[src/pss_pkg.sv]
// Shared constants, types and decoding for the pressure sensor command sequencer
package pss_pkg;
	// Measurement and read command bytes
	localparam logic [7:0] CMD_SINGLE = 8'hAA;
	localparam logic [7:0] CMD_AVG2   = 8'hAC;
	localparam logic [7:0] CMD_AVG4   = 8'hAD;
	localparam logic [7:0] CMD_AVG8   = 8'hAE;
	localparam logic [7:0] CMD_AVG16  = 8'hAF;
	localparam logic [7:0] CMD_READ   = 8'hF0;
	// Averaging passes as a power of two
	localparam logic [2:0] SHIFT_1  = 3'h0;
	localparam logic [2:0] SHIFT_2  = 3'h1;
	localparam logic [2:0] SHIFT_4  = 3'h2;
	localparam logic [2:0] SHIFT_8  = 3'h3;
	localparam logic [2:0] SHIFT_16 = 3'h4;
	// Frame layout
	localparam logic [3:0] REC_BYTES     = 4'h7;
	localparam logic [3:0] SPI_CMD_BYTES = 4'h3;
	localparam logic [2:0] BIT_LAST      = 3'h7;
	// Status byte
	localparam int ST_POWER_BIT = 6;
	localparam int ST_BUSY_BIT  = 5;
	// Arbitrary bus address, not tied to any product
	localparam logic [6:0] I2C_ADDR = 7'h2A;
	// Synchronised pins {sclk, ss_n, mosi, scl, sda} and their idle levels
	localparam int PIN_SCLK = 4;
	localparam int PIN_SS_N = 3;
	localparam int PIN_MOSI = 2;
	localparam int PIN_SCL  = 1;
	localparam int PIN_SDA  = 0;
	localparam logic [4:0] PIN_RST = 5'h0B;
	// Converter input multiplexer
	localparam logic [1:0] MUX_P = 2'h0;
	localparam logic [1:0] MUX_T = 2'h1;
	localparam logic [1:0] MUX_Z = 2'h2;
	localparam int COMP_FRAC = 16;
	typedef enum {LOCK_NONE, LOCK_SPI, LOCK_I2C} pss_lock_t;

	// Returns {valid, shift}; valid only for measurement commands
	function automatic logic [3:0] cmd_decode(input logic [7:0] b);
		unique case (b)
			CMD_SINGLE: cmd_decode = {1'b1, SHIFT_1};
			CMD_AVG2:   cmd_decode = {1'b1, SHIFT_2};
			CMD_AVG4:   cmd_decode = {1'b1, SHIFT_4};
			CMD_AVG8:   cmd_decode = {1'b1, SHIFT_8};
			CMD_AVG16:  cmd_decode = {1'b1, SHIFT_16};
			default:    cmd_decode = 4'h0;
		endcase
	endfunction
endpackage

[src/pss_meas_cycle.sv]
// Measurement cycle engine: multiplexed conversions, averaging and compensation
`timescale 1ns/1ps
module pss_meas_cycle #(
	parameter logic signed [24:0] OFFSET  = 25'sh0000000,
	parameter logic signed [24:0] SPAN    = 25'sh0000000,
	parameter logic signed [24:0] TC_SPAN = 25'sh0000000,
	parameter logic signed [24:0] TC_OFF  = 25'sh0000000,
	parameter logic signed [24:0] TC_OFF2 = 25'sh0000000,
	parameter logic signed [24:0] LIN     = 25'sh0000000
) (
	// Clock and reset
	input  wire logic        i_clock,
	input  wire logic        i_rst,
	// Command
	input  wire logic        i_start,
	input  wire logic [2:0]  i_shift,
	output logic             o_done,
	// Converter
	output logic             o_adc_start,
	output logic [1:0]       o_adc_mux,
	input  wire logic        i_adc_done,
	input  wire logic [23:0] i_adc_data,
	// Results
	output logic [23:0]      o_pressure,
	output logic [23:0]      o_temp
);
	typedef enum {M_IDLE, M_CONV, M_WAIT, M_COMP} pss_meas_st_t;
	pss_meas_st_t      state;
	logic [4:0]        passes_left;
	logic [2:0]        shift;
	logic [23:0]       raw_p;
	logic [23:0]       raw_t;
	logic signed [28:0] acc_p;
	logic signed [28:0] acc_t;
	logic signed [24:0] avg_p;
	logic signed [24:0] avg_t;
	logic signed [27:0] comp_p;

	localparam int COMP_FRAC_HI = pss_pkg::COMP_FRAC + 24;
	function automatic logic signed [24:0] term(input logic signed [24:0] x, input logic signed [24:0] k);
		logic signed [49:0] pr;
		pr = x * k;
		term = pr[COMP_FRAC_HI:pss_pkg::COMP_FRAC];
	endfunction

	function automatic logic [23:0] sat24(input logic signed [27:0] v);
		if (v < 0)
			sat24 = 24'h000000;
		else if (v > 28'sh0FFFFFF)
			sat24 = 24'hFFFFFF;
		else
			sat24 = v[23:0];
	endfunction

	always_comb begin
		avg_p = 25'(acc_p >>> shift);
		avg_t = 25'(acc_t >>> shift);
		// Span, offset, their temperature terms, second order offset and linearity
		comp_p = 28'(avg_p) + 28'(term(avg_p, SPAN)) + 28'(OFFSET) + 28'(term(term(avg_p, avg_t), TC_SPAN))
			+ 28'(term(avg_t, TC_OFF)) + 28'(term(term(avg_t, avg_t), TC_OFF2)) + 28'(term(term(avg_p, avg_p), LIN));
	end

	always_ff @(posedge i_clock or posedge i_rst) begin
		if (i_rst) begin
			state <= M_IDLE;
			passes_left <= 5'h00;
			shift <= 3'h0;
			o_adc_mux <= pss_pkg::MUX_P;
			raw_p <= 24'h000000;
			raw_t <= 24'h000000;
			acc_p <= 29'sh0000000;
			acc_t <= 29'sh0000000;
		end else begin
			unique case (state)
				M_IDLE: if (i_start) begin
					passes_left <= 5'(5'h01 << i_shift);
					shift <= i_shift;
					o_adc_mux <= pss_pkg::MUX_P;
					acc_p <= 29'sh0000000;
					acc_t <= 29'sh0000000;
					state <= M_CONV;
				end
				M_CONV: state <= M_WAIT;
				M_WAIT: if (i_adc_done) begin
					state <= M_CONV;
					// Pressure, temperature, then zero through the one converter
					unique case (o_adc_mux)
						pss_pkg::MUX_P: begin
							raw_p <= i_adc_data;
							o_adc_mux <= pss_pkg::MUX_T;
						end
						pss_pkg::MUX_T: begin
							raw_t <= i_adc_data;
							o_adc_mux <= pss_pkg::MUX_Z;
						end
						default: begin
							acc_p <= acc_p + 29'($signed({1'b0, raw_p}) - $signed({1'b0, i_adc_data}));
							acc_t <= acc_t + 29'($signed({1'b0, raw_t}) - $signed({1'b0, i_adc_data}));
							o_adc_mux <= pss_pkg::MUX_P;
							passes_left <= passes_left - 5'h01;
							if (passes_left == 5'h01)
								state <= M_COMP;
						end
					endcase
				end
				M_COMP: state <= M_IDLE;
			endcase
		end
	end

	always_ff @(posedge i_clock or posedge i_rst) begin
		if (i_rst) begin
			o_adc_start <= 1'b0;
			o_done <= 1'b0;
			o_pressure <= 24'h000000;
			o_temp <= 24'h000000;
		end else begin
			o_adc_start <= (state == M_CONV);
			o_done <= (state == M_COMP);
			if (state == M_COMP) begin
				o_pressure <= sat24(comp_p);
				o_temp <= sat24(28'(avg_t));
			end
		end
	end
endmodule // pss_meas_cycle

[src/pss_sequencer.sv]
// Sensor command sequencer: interface lock, SPI and I2C slaves, measurement control
// Behaviour
// - Five measurement commands: single, and averages of 2, 4, 8, 16.
// - A measurement command received while idle wakes the device into active and starts a cycle.
// - Averaging commands repeat the cycle the selected number of times.
// - Single command runs exactly one cycle.
// - After results reach the I/O side the device returns to idle.
// - Idle device starts no conversion until another measurement command.
// - Data read returns seven bytes of status and results over SPI, converter idle; over I2C only the leading status byte reads back intact.
// - Status may be read at any time, including while measuring.
// - Each cycle converts pressure, temperature reference, then zero reference.
// - One converter behind an input multiplexer selecting the source.
// - Pressure gets span, offset, temperature, second order and linearity correction.
// - Slave select driven low locks the interface to SPI until power off.
// - Otherwise valid I2C address plus command locks the interface to I2C.
// - Record is status byte, 24-bit pressure, then 24-bit temperature.
// - Status bit 5 is one while busy, zero when ready.
`timescale 1ns/1ps
module pss_sequencer (
	// Clock and reset
	input  wire logic        i_clock,
	input  wire logic        i_rst,
	// SPI pins
	input  wire logic        i_spi_sclk,
	input  wire logic        i_spi_ss_n,
	input  wire logic        i_spi_mosi,
	output logic             o_spi_miso,
	output logic             o_spi_miso_oe,
	// I2C pins
	input  wire logic        i_i2c_scl,
	input  wire logic        i_i2c_sda,
	output logic             o_i2c_sda,
	output logic             o_i2c_sda_oe,
	// Converter
	output logic             o_adc_start,
	output logic [1:0]       o_adc_mux,
	input  wire logic        i_adc_done,
	input  wire logic [23:0] i_adc_data,
	// State
	output logic             o_active,
	output logic             o_lock_spi,
	output logic             o_lock_i2c
);
	typedef enum {I_IDLE, I_ADDR, I_WRITE, I_ACK, I_READ, I_RACK} pss_i2c_st_t;
	logic [4:0]        pins_meta;
	logic [4:0]        pins;
	logic [4:0]        pins_d;
	pss_pkg::pss_lock_t lock;
	logic              spi_ok;
	logic              i2c_ok;
	logic [7:0]        status;
	logic [23:0]       pressure;
	logic [23:0]       temp;
	logic              meas_go;
	logic [2:0]        meas_shift;
	logic              meas_done;
	logic              sclk_rise;
	logic              sclk_fall;
	logic              scl_rise;
	logic              scl_fall;
	logic              i2c_start;
	logic              i2c_stop;
	// SPI slave state
	logic [2:0]        spi_bit;
	logic [3:0]        spi_idx;
	logic [7:0]        spi_rx;
	logic [7:0]        spi_tx;
	logic [7:0]        spi_cmd;
	logic              spi_go;
	// I2C slave state
	pss_i2c_st_t       i2c_st;
	logic [3:0]        i2c_bit;
	logic [3:0]        i2c_idx;
	logic [7:0]        i2c_sh;
	logic              i2c_rw;
	logic              i2c_acked;
	logic              i2c_go;
	logic              i2c_seen;
	logic [3:0]        spi_dec;
	logic [3:0]        i2c_dec;
	logic [7:0]        spi_rec;
	logic [7:0]        i2c_rec;

	// Record byte by index: status, pressure, temperature, MSB first
	function automatic logic [7:0] rec_byte(input logic [3:0] idx, input logic [7:0] st,
		input logic [23:0] p, input logic [23:0] t);
		unique case (idx)
			4'h0: rec_byte = st;
			4'h1: rec_byte = p[23:16];
			4'h2: rec_byte = p[15:8];
			4'h3: rec_byte = p[7:0];
			4'h4: rec_byte = t[23:16];
			4'h5: rec_byte = t[15:8];
			4'h6: rec_byte = t[7:0];
			default: rec_byte = 8'h00;
		endcase
	endfunction

	always_ff @(posedge i_clock or posedge i_rst) begin
		if (i_rst) begin
			pins_meta <= pss_pkg::PIN_RST;
			pins <= pss_pkg::PIN_RST;
			pins_d <= pss_pkg::PIN_RST;
		end else begin
			pins_meta <= {i_spi_sclk, i_spi_ss_n, i_spi_mosi, i_i2c_scl, i_i2c_sda};
			pins <= pins_meta;
			pins_d <= pins;
		end
	end

	always_comb begin
		sclk_rise = pins[pss_pkg::PIN_SCLK] & ~pins_d[pss_pkg::PIN_SCLK];
		sclk_fall = ~pins[pss_pkg::PIN_SCLK] & pins_d[pss_pkg::PIN_SCLK];
		scl_rise = pins[pss_pkg::PIN_SCL] & ~pins_d[pss_pkg::PIN_SCL];
		scl_fall = ~pins[pss_pkg::PIN_SCL] & pins_d[pss_pkg::PIN_SCL];
		i2c_start = pins[pss_pkg::PIN_SCL] & pins_d[pss_pkg::PIN_SCL] & pins_d[pss_pkg::PIN_SDA] & ~pins[pss_pkg::PIN_SDA];
		i2c_stop = pins[pss_pkg::PIN_SCL] & pins_d[pss_pkg::PIN_SCL] & ~pins_d[pss_pkg::PIN_SDA] & pins[pss_pkg::PIN_SDA];
		spi_ok = (lock != pss_pkg::LOCK_I2C);
		i2c_ok = (lock != pss_pkg::LOCK_SPI);
		status = 8'h00;
		status[pss_pkg::ST_POWER_BIT] = 1'b1;
		status[pss_pkg::ST_BUSY_BIT] = o_active;
		spi_dec = pss_pkg::cmd_decode(spi_cmd);
		i2c_dec = pss_pkg::cmd_decode(i2c_sh);
		spi_rec = rec_byte(spi_idx, status, pressure, temp);
		i2c_rec = rec_byte(i2c_idx, status, pressure, temp);
	end

	// Interface lock, held until power is removed
	always_ff @(posedge i_clock or posedge i_rst) begin
		if (i_rst)
			lock <= pss_pkg::LOCK_NONE;
		else if (lock == pss_pkg::LOCK_NONE) begin
			if (!pins[pss_pkg::PIN_SS_N])
				lock <= pss_pkg::LOCK_SPI;
			else if (i2c_seen)
				lock <= pss_pkg::LOCK_I2C;
		end
	end

	always_ff @(posedge i_clock or posedge i_rst) begin
		if (i_rst) begin
			o_lock_spi <= 1'b0;
			o_lock_i2c <= 1'b0;
		end else begin
			o_lock_spi <= (lock == pss_pkg::LOCK_SPI);
			o_lock_i2c <= (lock == pss_pkg::LOCK_I2C);
		end
	end

	// SPI slave, mode 0: sample on rising clock, shift out on falling clock
	always_ff @(posedge i_clock or posedge i_rst) begin
		if (i_rst) begin
			spi_bit <= 3'h0;
			spi_idx <= 4'h0;
			spi_rx <= 8'h00;
			spi_tx <= 8'h00;
			spi_cmd <= 8'h00;
			spi_go <= 1'b0;
			o_spi_miso <= 1'b0;
			o_spi_miso_oe <= 1'b0;
		end else begin
			spi_go <= 1'b0;
			o_spi_miso_oe <= spi_ok & ~pins[pss_pkg::PIN_SS_N];
			if (!spi_ok || pins[pss_pkg::PIN_SS_N]) begin
				// Frame end: a three byte measurement command starts a measurement
				if (spi_ok && !pins_d[pss_pkg::PIN_SS_N] && spi_idx == pss_pkg::SPI_CMD_BYTES)
					spi_go <= spi_dec[3];
				spi_bit <= 3'h0;
				spi_idx <= 4'h0;
			end else if (pins_d[pss_pkg::PIN_SS_N]) begin
				// Status leads every frame, so a one byte read is a status read
				spi_tx <= rec_byte(4'h0, status, pressure, temp);
				o_spi_miso <= status[7];
			end else if (sclk_rise) begin
				spi_rx <= {spi_rx[6:0], pins[pss_pkg::PIN_MOSI]};
				spi_bit <= spi_bit + 3'h1;
				if (spi_bit == pss_pkg::BIT_LAST) begin
					if (spi_idx == 4'h0)
						spi_cmd <= {spi_rx[6:0], pins[pss_pkg::PIN_MOSI]};
					if (spi_idx != 4'hF)
						spi_idx <= spi_idx + 4'h1;
				end
			end else if (sclk_fall) begin
				if (spi_bit == 3'h0) begin
					spi_tx <= spi_rec;
					o_spi_miso <= spi_rec[7];
				end else begin
					spi_tx <= {spi_tx[6:0], 1'b0};
					o_spi_miso <= spi_tx[6];
				end
			end
		end
	end

	// I2C slave: open drain, the enable pulls the data line low
	always_ff @(posedge i_clock or posedge i_rst) begin
		if (i_rst) begin
			i2c_st <= I_IDLE;
			i2c_bit <= 4'h0;
			i2c_idx <= 4'h0;
			i2c_sh <= 8'h00;
			i2c_rw <= 1'b0;
			i2c_acked <= 1'b0;
			i2c_go <= 1'b0;
			i2c_seen <= 1'b0;
			o_i2c_sda <= 1'b0;
			o_i2c_sda_oe <= 1'b0;
		end else begin
			i2c_go <= 1'b0;
			i2c_seen <= 1'b0;
			o_i2c_sda <= 1'b0;
			if (!i2c_ok || i2c_stop) begin
				i2c_st <= I_IDLE;
				o_i2c_sda_oe <= 1'b0;
			end else if (i2c_start) begin
				i2c_st <= I_ADDR;
				i2c_bit <= 4'h0;
				o_i2c_sda_oe <= 1'b0;
			end else begin
				unique case (i2c_st)
					I_IDLE: o_i2c_sda_oe <= 1'b0;
					I_ADDR, I_WRITE: if (scl_rise) begin
						i2c_sh <= {i2c_sh[6:0], pins[pss_pkg::PIN_SDA]};
						i2c_bit <= i2c_bit + 4'h1;
					end else if (scl_fall && i2c_bit == 4'h8) begin
						i2c_bit <= 4'h0;
						if (i2c_st == I_ADDR && i2c_sh[7:1] != pss_pkg::I2C_ADDR)
							i2c_st <= I_IDLE;
						else begin
							i2c_st <= I_ACK;
							o_i2c_sda_oe <= 1'b1;
							if (i2c_st == I_ADDR) begin
								i2c_rw <= i2c_sh[0];
								i2c_idx <= 4'h0;
								i2c_seen <= i2c_sh[0];
							end else begin
								i2c_seen <= 1'b1;
								i2c_go <= i2c_dec[3];
							end
						end
					end
					I_ACK: if (scl_fall) begin
						if (i2c_rw) begin
							i2c_st <= I_READ;
							i2c_sh <= i2c_rec;
							o_i2c_sda_oe <= ~i2c_rec[7];
						end else begin
							i2c_st <= I_WRITE;
							o_i2c_sda_oe <= 1'b0;
						end
					end
					I_READ: if (scl_fall) begin
						if (i2c_bit == 4'h7) begin
							i2c_st <= I_RACK;
							o_i2c_sda_oe <= 1'b0;
						end else begin
							i2c_bit <= i2c_bit + 4'h1;
							i2c_sh <= {i2c_sh[6:0], 1'b0};
							o_i2c_sda_oe <= ~i2c_sh[6];
						end
					end
					I_RACK: if (scl_rise) begin
						i2c_acked <= ~pins[pss_pkg::PIN_SDA];
						if (i2c_idx != 4'hF)
							i2c_idx <= i2c_idx + 4'h1;
					end else if (scl_fall) begin
						i2c_bit <= 4'h0;
						i2c_st <= i2c_acked ? I_ACK : I_IDLE;
					end
				endcase
			end
		end
	end

	// Idle/active sequencing; commands arriving while active are dropped
	always_ff @(posedge i_clock or posedge i_rst) begin
		if (i_rst) begin
			o_active <= 1'b0;
			meas_go <= 1'b0;
			meas_shift <= 3'h0;
		end else begin
			meas_go <= 1'b0;
			if (!o_active && !meas_go && (spi_go || i2c_go)) begin
				meas_go <= 1'b1;
				meas_shift <= spi_go ? spi_dec[2:0] : i2c_dec[2:0];
			end
			if (meas_go)
				o_active <= 1'b1;
			else if (meas_done)
				o_active <= 1'b0;
		end
	end

	pss_meas_cycle u_meas (
		.i_clock    (i_clock),
		.i_rst      (i_rst),
		.i_start    (meas_go),
		.i_shift    (meas_shift),
		.o_done     (meas_done),
		.o_adc_start(o_adc_start),
		.o_adc_mux  (o_adc_mux),
		.i_adc_done (i_adc_done),
		.i_adc_data (i_adc_data),
		.o_pressure (pressure),
		.o_temp     (temp)
	);

	// Conversion starts counted per measurement, for checking
	logic [6:0] conv_cnt;
	always_ff @(posedge i_clock or posedge i_rst) begin
		if (i_rst)
			conv_cnt <= 7'h00;
		else if (meas_go)
			conv_cnt <= 7'h00;
		else if (o_adc_start)
			conv_cnt <= conv_cnt + 7'h01;
	end
endmodule // pss_sequencer

[config.mk]
export PLATFORM = sky130hd
export DESIGN_NAME = pss_sequencer
export DESIGN_NICKNAME = d
export VERILOG_FILES = /design/src/pss_pkg.sv /design/src/pss_meas_cycle.sv /design/src/pss_sequencer.sv
export SDC_FILE = /design/constraint.sdc
export NUM_CORES = 1
export LEC_CHECK = 0
export BUFFER_PORTS_ARGS = -buffer_cell sky130_fd_sc_hd__buf_2
export CORE_ASPECT_RATIO = 1.1
export CORE_MARGIN = 3
export CORE_UTILIZATION = 58
export DETAILED_ROUTE_END_ITERATION = 12
export GPL_TIMING_DRIVEN = 1
export PLACE_DENSITY_LB_ADDON = 0.05
export SETUP_SLACK_MARGIN = 0.02
export SLEW_MARGIN = 0
export SYNTH_ARGS = -nofsm -noshare
export SYNTH_HDL_FRONTEND = slang
export SYNTH_SLANG_ARGS = --single-unit
export TNS_END_PERCENT = 30
[constraint.sdc]
create_clock -name i_clock -period 7.8 [get_ports i_clock]
set_clock_uncertainty 0.2 [all_clocks]
set_input_delay 1.17 -clock i_clock [delete_from_list [all_inputs] [get_ports i_clock]]
set_output_delay 1.17 -clock i_clock [all_outputs]
set_load 0.05 [all_outputs]
==> flow_summary_export.csv <==
group,metric,value,unit
min_path,timing.hold.worst.class,"reg2reg",
logic_synthesis,yosys.cell_count.top_type,"sky130_fd_sc_hd__dfrtp_1",
sta,layout_min_cycle_time,5553,ps
sta,timing.final.setup_violations,0,
critical_path,timing.critical_path.slowest_stage_cell,"sky130_fd_sc_hd__ha_1",
critical_path,cp_cell_sequence,"buf_2 -> inv_1 -> ha_1 -> a21o_1 -> a21oi_1 -> and3_1 -> o21ai_0 -> a21oi_1 -> o21ai_0 -> a21oi_1 -> nor4b_1 -> a311o_1 -> ha_1 -> a21oi_2 -> o2111ai_1 -> a221o_1 -> or3_1 -> o211ai_2 -> o211ai_2 -> and3_1 -> o211a_1 -> a211o_1",
clock_tree,htreeDepth,1,
clock_tree,resized_gates_after_cts,0,
die,fp.coreArea,29030,um2
die,floorplan.io_pins,42,
layout,diodes,0,
run,drv.max_cap_violation_count,0,
critical_path,worst-endpoint-arrival,5780,ps
clock_tree,number_of_hold_buffers_added_after_cts,0,
logic_synthesis,ys_top_cells_by_count,"238 x sky130_fd_sc_hd__dfrtp_1, 219 x sky130_fd_sc_hd__nand2_1, 181 x sky130_fd_sc_hd__o21ai_0",
sta,worstMarginPinSlew,1191,ps
layout,area.growth.synth_to_final,8.499,%
critical_path,cpLargestDelayFamily,"compound AO/OA/AOI/OAI gates",
clock_tree,insertion_delay,560,ps
clock_tree,cts.path.max_buffers,3,
global_route,grt_antenna_before_repair,0,
layout,layout-drive-gt1-share,0.1173,
clock_tree,cts.root.buffer_cell,"sky130_fd_sc_hd__clkbuf_16",
sta,finalHoldViolations,0,
sta,worst_slew_margin,0.1977,
logic_synthesis,yosysUniqueCellTypes,88,
logic_synthesis,synth_flop_cell,"sky130_fd_sc_hd__dfrtp_1",
critical_path,critical_path_peak_fanout,5,
logic_synthesis,syn-instance-count,1884,
outcome,status,"finished clean",
logic_synthesis,synthTopCellsByArea,"sky130_fd_sc_hd__dfrtp_1 34%, sky130_fd_sc_hd__ha_1 8.6%, sky130_fd_sc_hd__o21ai_0 5.2%, sky130_fd_sc_hd__nand2_1 4.8%, sky130_fd_sc_hd__mux4_2 3.4%",
sta,fin_worst_hold_slack,142.7,ps
power,leakagePower,0.008328,uW
power,ir_worst_vdd,0.0002970,V
logic_synthesis,ys_seq_area_frac,0.3583,
clock_tree,tritoncts_num_sinks,247,
clock_tree,worst_setup_hold_path_clk_slew,60,ps
sta,rsz_0062_raised_after_global_routing,"no",
logic_synthesis,asyncSetResetFlopFracSynth,1.000,
clock_tree,cts_inserted_buffers,29,
global_route,grt_pass1_wl,70.29,mm
sta,setup_tns,0,ps
global_route,overflow,0,
critical_path,end_kind,"register",
place,number_of_i_o_port_buffers,40,
detailed_routing,drt_iter0_markers,1039,
logic_synthesis,synth_area_leader_cell,"sky130_fd_sc_hd__dfrtp_1",
global_route,grt_start_max_net_pins,70,
detailed_routing,route.antenna.remaining_nets,0,
sta,report.final.slew_viol_count,0,
min_path,hold_path_startpoint,"pins_meta[2]",
critical_path,worst_path_largest_cell_delay,370,ps
detailed_routing,post_drt_wl_per_cell,18.85,um
clock_tree,cts_setup_buffers,0,
critical_path,path_buf_inv,2,
logic_synthesis,synthesis.area,17280,um2
power,power-per-cell-area,359.9,nW/um2
place,finalWeightedCongestion,0.9119,
detailed_routing,remaining_drc_errors,0,
logic_synthesis,synth_seq_cells,247,
logic_synthesis,yosys_warnings,0,
critical_path,cp-startpoint,"i_adc_data[3]",
place,post-dp-hpwl,32.35,mm
detailed_routing,vias,14190,
logic_synthesis,synth_largest_type_area_fraction,0.3446,
global_route,grt_usage,0.2645,
layout,fin_nets,2042,
detailed_routing,detail_route.first_pass.iterations,6,
layout,fillCellCount,2440,
die,die_area,31910,um2
critical_path,worst-setup-path-type,"in2reg",
critical_path,regToRegStartpoint,"u_meas.raw_t[3]",
global_route,first_global_vias,13810,
clock_tree,clock_tree_from_tritoncts,"yes",
die,die_w,170.6,um
die,dieHeight,187.1,um
logic_synthesis,synth.net_count,2039,
sta,max_clock_freq,0.1801,GHz
die,initial_utilization,0.5953,
detailed_routing,detail_route.vias_per_cell,6.228,
logic_synthesis,postSynthAreaPerCell,9.174,um2
sta,layout_worst_path_cycle_share,0.7119,
critical_path,timing.critical_path.from_type,"primary input",
detailed_routing,drt-total-wl,42.95,mm
die,row_count,65,
logic_synthesis,synth_enable_flop_cells,0,
critical_path,worst_path_most_repeated_cell,"sky130_fd_sc_hd__a21oi_1",
critical_path,cp_data_required_time,8030,ps
[layer usage]
| metal | up-vias | GRT usage | routed length (um) |
|---|---|---|---|
| li1 | 6956 | - | - |
| met2 | 291 | 0.4559 | 21110 |
| met3 | 84 | 0.02832 | 1523 |
| met5 | - | 0 | 0 |
| met4 | 0 | 0.08708 | 1444 |
| met1 | 6857 | 0.3475 | 18870 |
[layout make-up]
cell class / count / area [um2] / area share
Multi-Input combinational cell: 1460 / 10400 / 0.5544
Clock inverter: 16 / 247.7 / 0.01321
Timing Repair Buffer: 56 / 320.3 / 0.01708
Tap cell: 368 / 460.4 / 0.02455
Inverter: 93 / 352.8 / 0.01882
Sequential cell: 247 / 6195 / 0.3303
Clock buffer: 38 / 779.5 / 0.04157
[worst reg2reg max path, delay by kind of cell (launching register included)]
family	cells	cell delay [ps]
fa+ha+maj	2	700
flops	1	390
simple gates	4	880
compound gates	14	2870
[cells in the final DEF, fill, tap and decap left out, drive strengths merged, types with 10 or more instances in the layout]
| cell | Yosys | layout |
|---|---|---|
| xor2 | 26 | 26 |
| o21a | 18 | 18 |
| a31oi | 17 | 17 |
| o31ai | 14 | 14 |
| inv | 92 | 92 |
| a22o | 35 | 35 |
| nor2 | 97 | 97 |
| nor2b | 24 | 24 |
| a21oi | 114 | 114 |
| nand4 | 10 | 10 |
| mux2 | 48 | 48 |
| or3 | 14 | 14 |
| ha | 119 | 119 |
| dfrtp | 238 | 238 |
| nand2b | 24 | 24 |
| mux2i | 55 | 55 |
| clkbuf | 64 | 38 |
| o211ai | 18 | 18 |
| xnor2 | 59 | 59 |
| a211oi | 25 | 25 |
| a22oi | 17 | 17 |
| o21ai | 186 | 186 |
| a221oi | 11 | 11 |
| nand3 | 38 | 38 |
| mux4 | 26 | 26 |
| nor3 | 41 | 41 |
| a21o | 29 | 29 |
| and3 | 22 | 22 |
| nand2 | 219 | 219 |
| o22ai | 10 | 10 |
| buf | 20 | 56 |
| a222oi | 13 | 13 |
[cells by family (layout without fill, tap and decap cells)]
group | count (synthesis) | in the layout | synth area share
flops | 247 | 247 | 0.3583
xor+xnor | 85 | 85 | 0.04307
compound gates | 581 | 581 | 0.2212
simple gates | 541 | 541 | 0.1484
fa+ha+maj | 123 | 123 | 0.09078
other cells | 1 | 1 | 0.0002170
buf+inv | 177 | 203 | 0.04112
mux | 129 | 129 | 0.09700
[state kept, by name, indices dropped and copies added (netlist names), 4 cells and up]
register	flops
u_meas.o_temp	24
u_meas.acc_t	29
spi_idx	4
i2c_bit	4
pins_d	4
u_meas.raw_t	24
i2c_sh	8
pins	5
pins_meta	5
spi_cmd	8
u_meas.raw_p	24
u_meas.o_pressure	24
i2c_idx	4
spi_rx	7
u_meas.passes_left	5
spi_tx	7
u_meas.acc_p	29
[path summary, 6_finish.rpt]
| path | cells after the start | slack, ps | endpoint |
|---|---|---|---|
| setup / recovery | 22 | 2250 | u_meas.acc_t[28] |
| hold / removal | 0 | 140 | pins[2] |
| setup reg to reg | 20 | 2630 | u_meas.acc_t[28] |
| hold reg to reg | 0 | 140 | pins[2] |
| max in group asynchronous | 4 | 5390 | i2c_idx[3] |
| min in group asynchronous | 3 | 670 | u_meas.passes_left[0] |
[metrics by stage]
| step | power [uW] | utilization | cells | worst slack (ps) | instance area [um2] |
|---|---|---|---|---|---|
| final | 6749 | 0.6459 | 2278 | 2247 | 18750 |
| after detailed placement | 5269 | 0.6105 | 2224 | 1696 | 17730 |
| after CTS | 6751 | 0.6459 | 2278 | 2256 | 18750 |
| after global placement | 5189 | 0.6105 | 2224 | 1803 | 17730 |
| after global routing | 7283 | 0.6459 | 2278 | 1744 | 18750 |
| after floorplan | 4513 | - | 1884 | 2241 | 17290 |
[where the power goes]
part | switching, uW | internal [uW]
clock network | 551 | 903
registers | 275 | 1540
logic | 1980 | 1510
total | 2800 | 3950
Power figures use the tool's default switching activity.
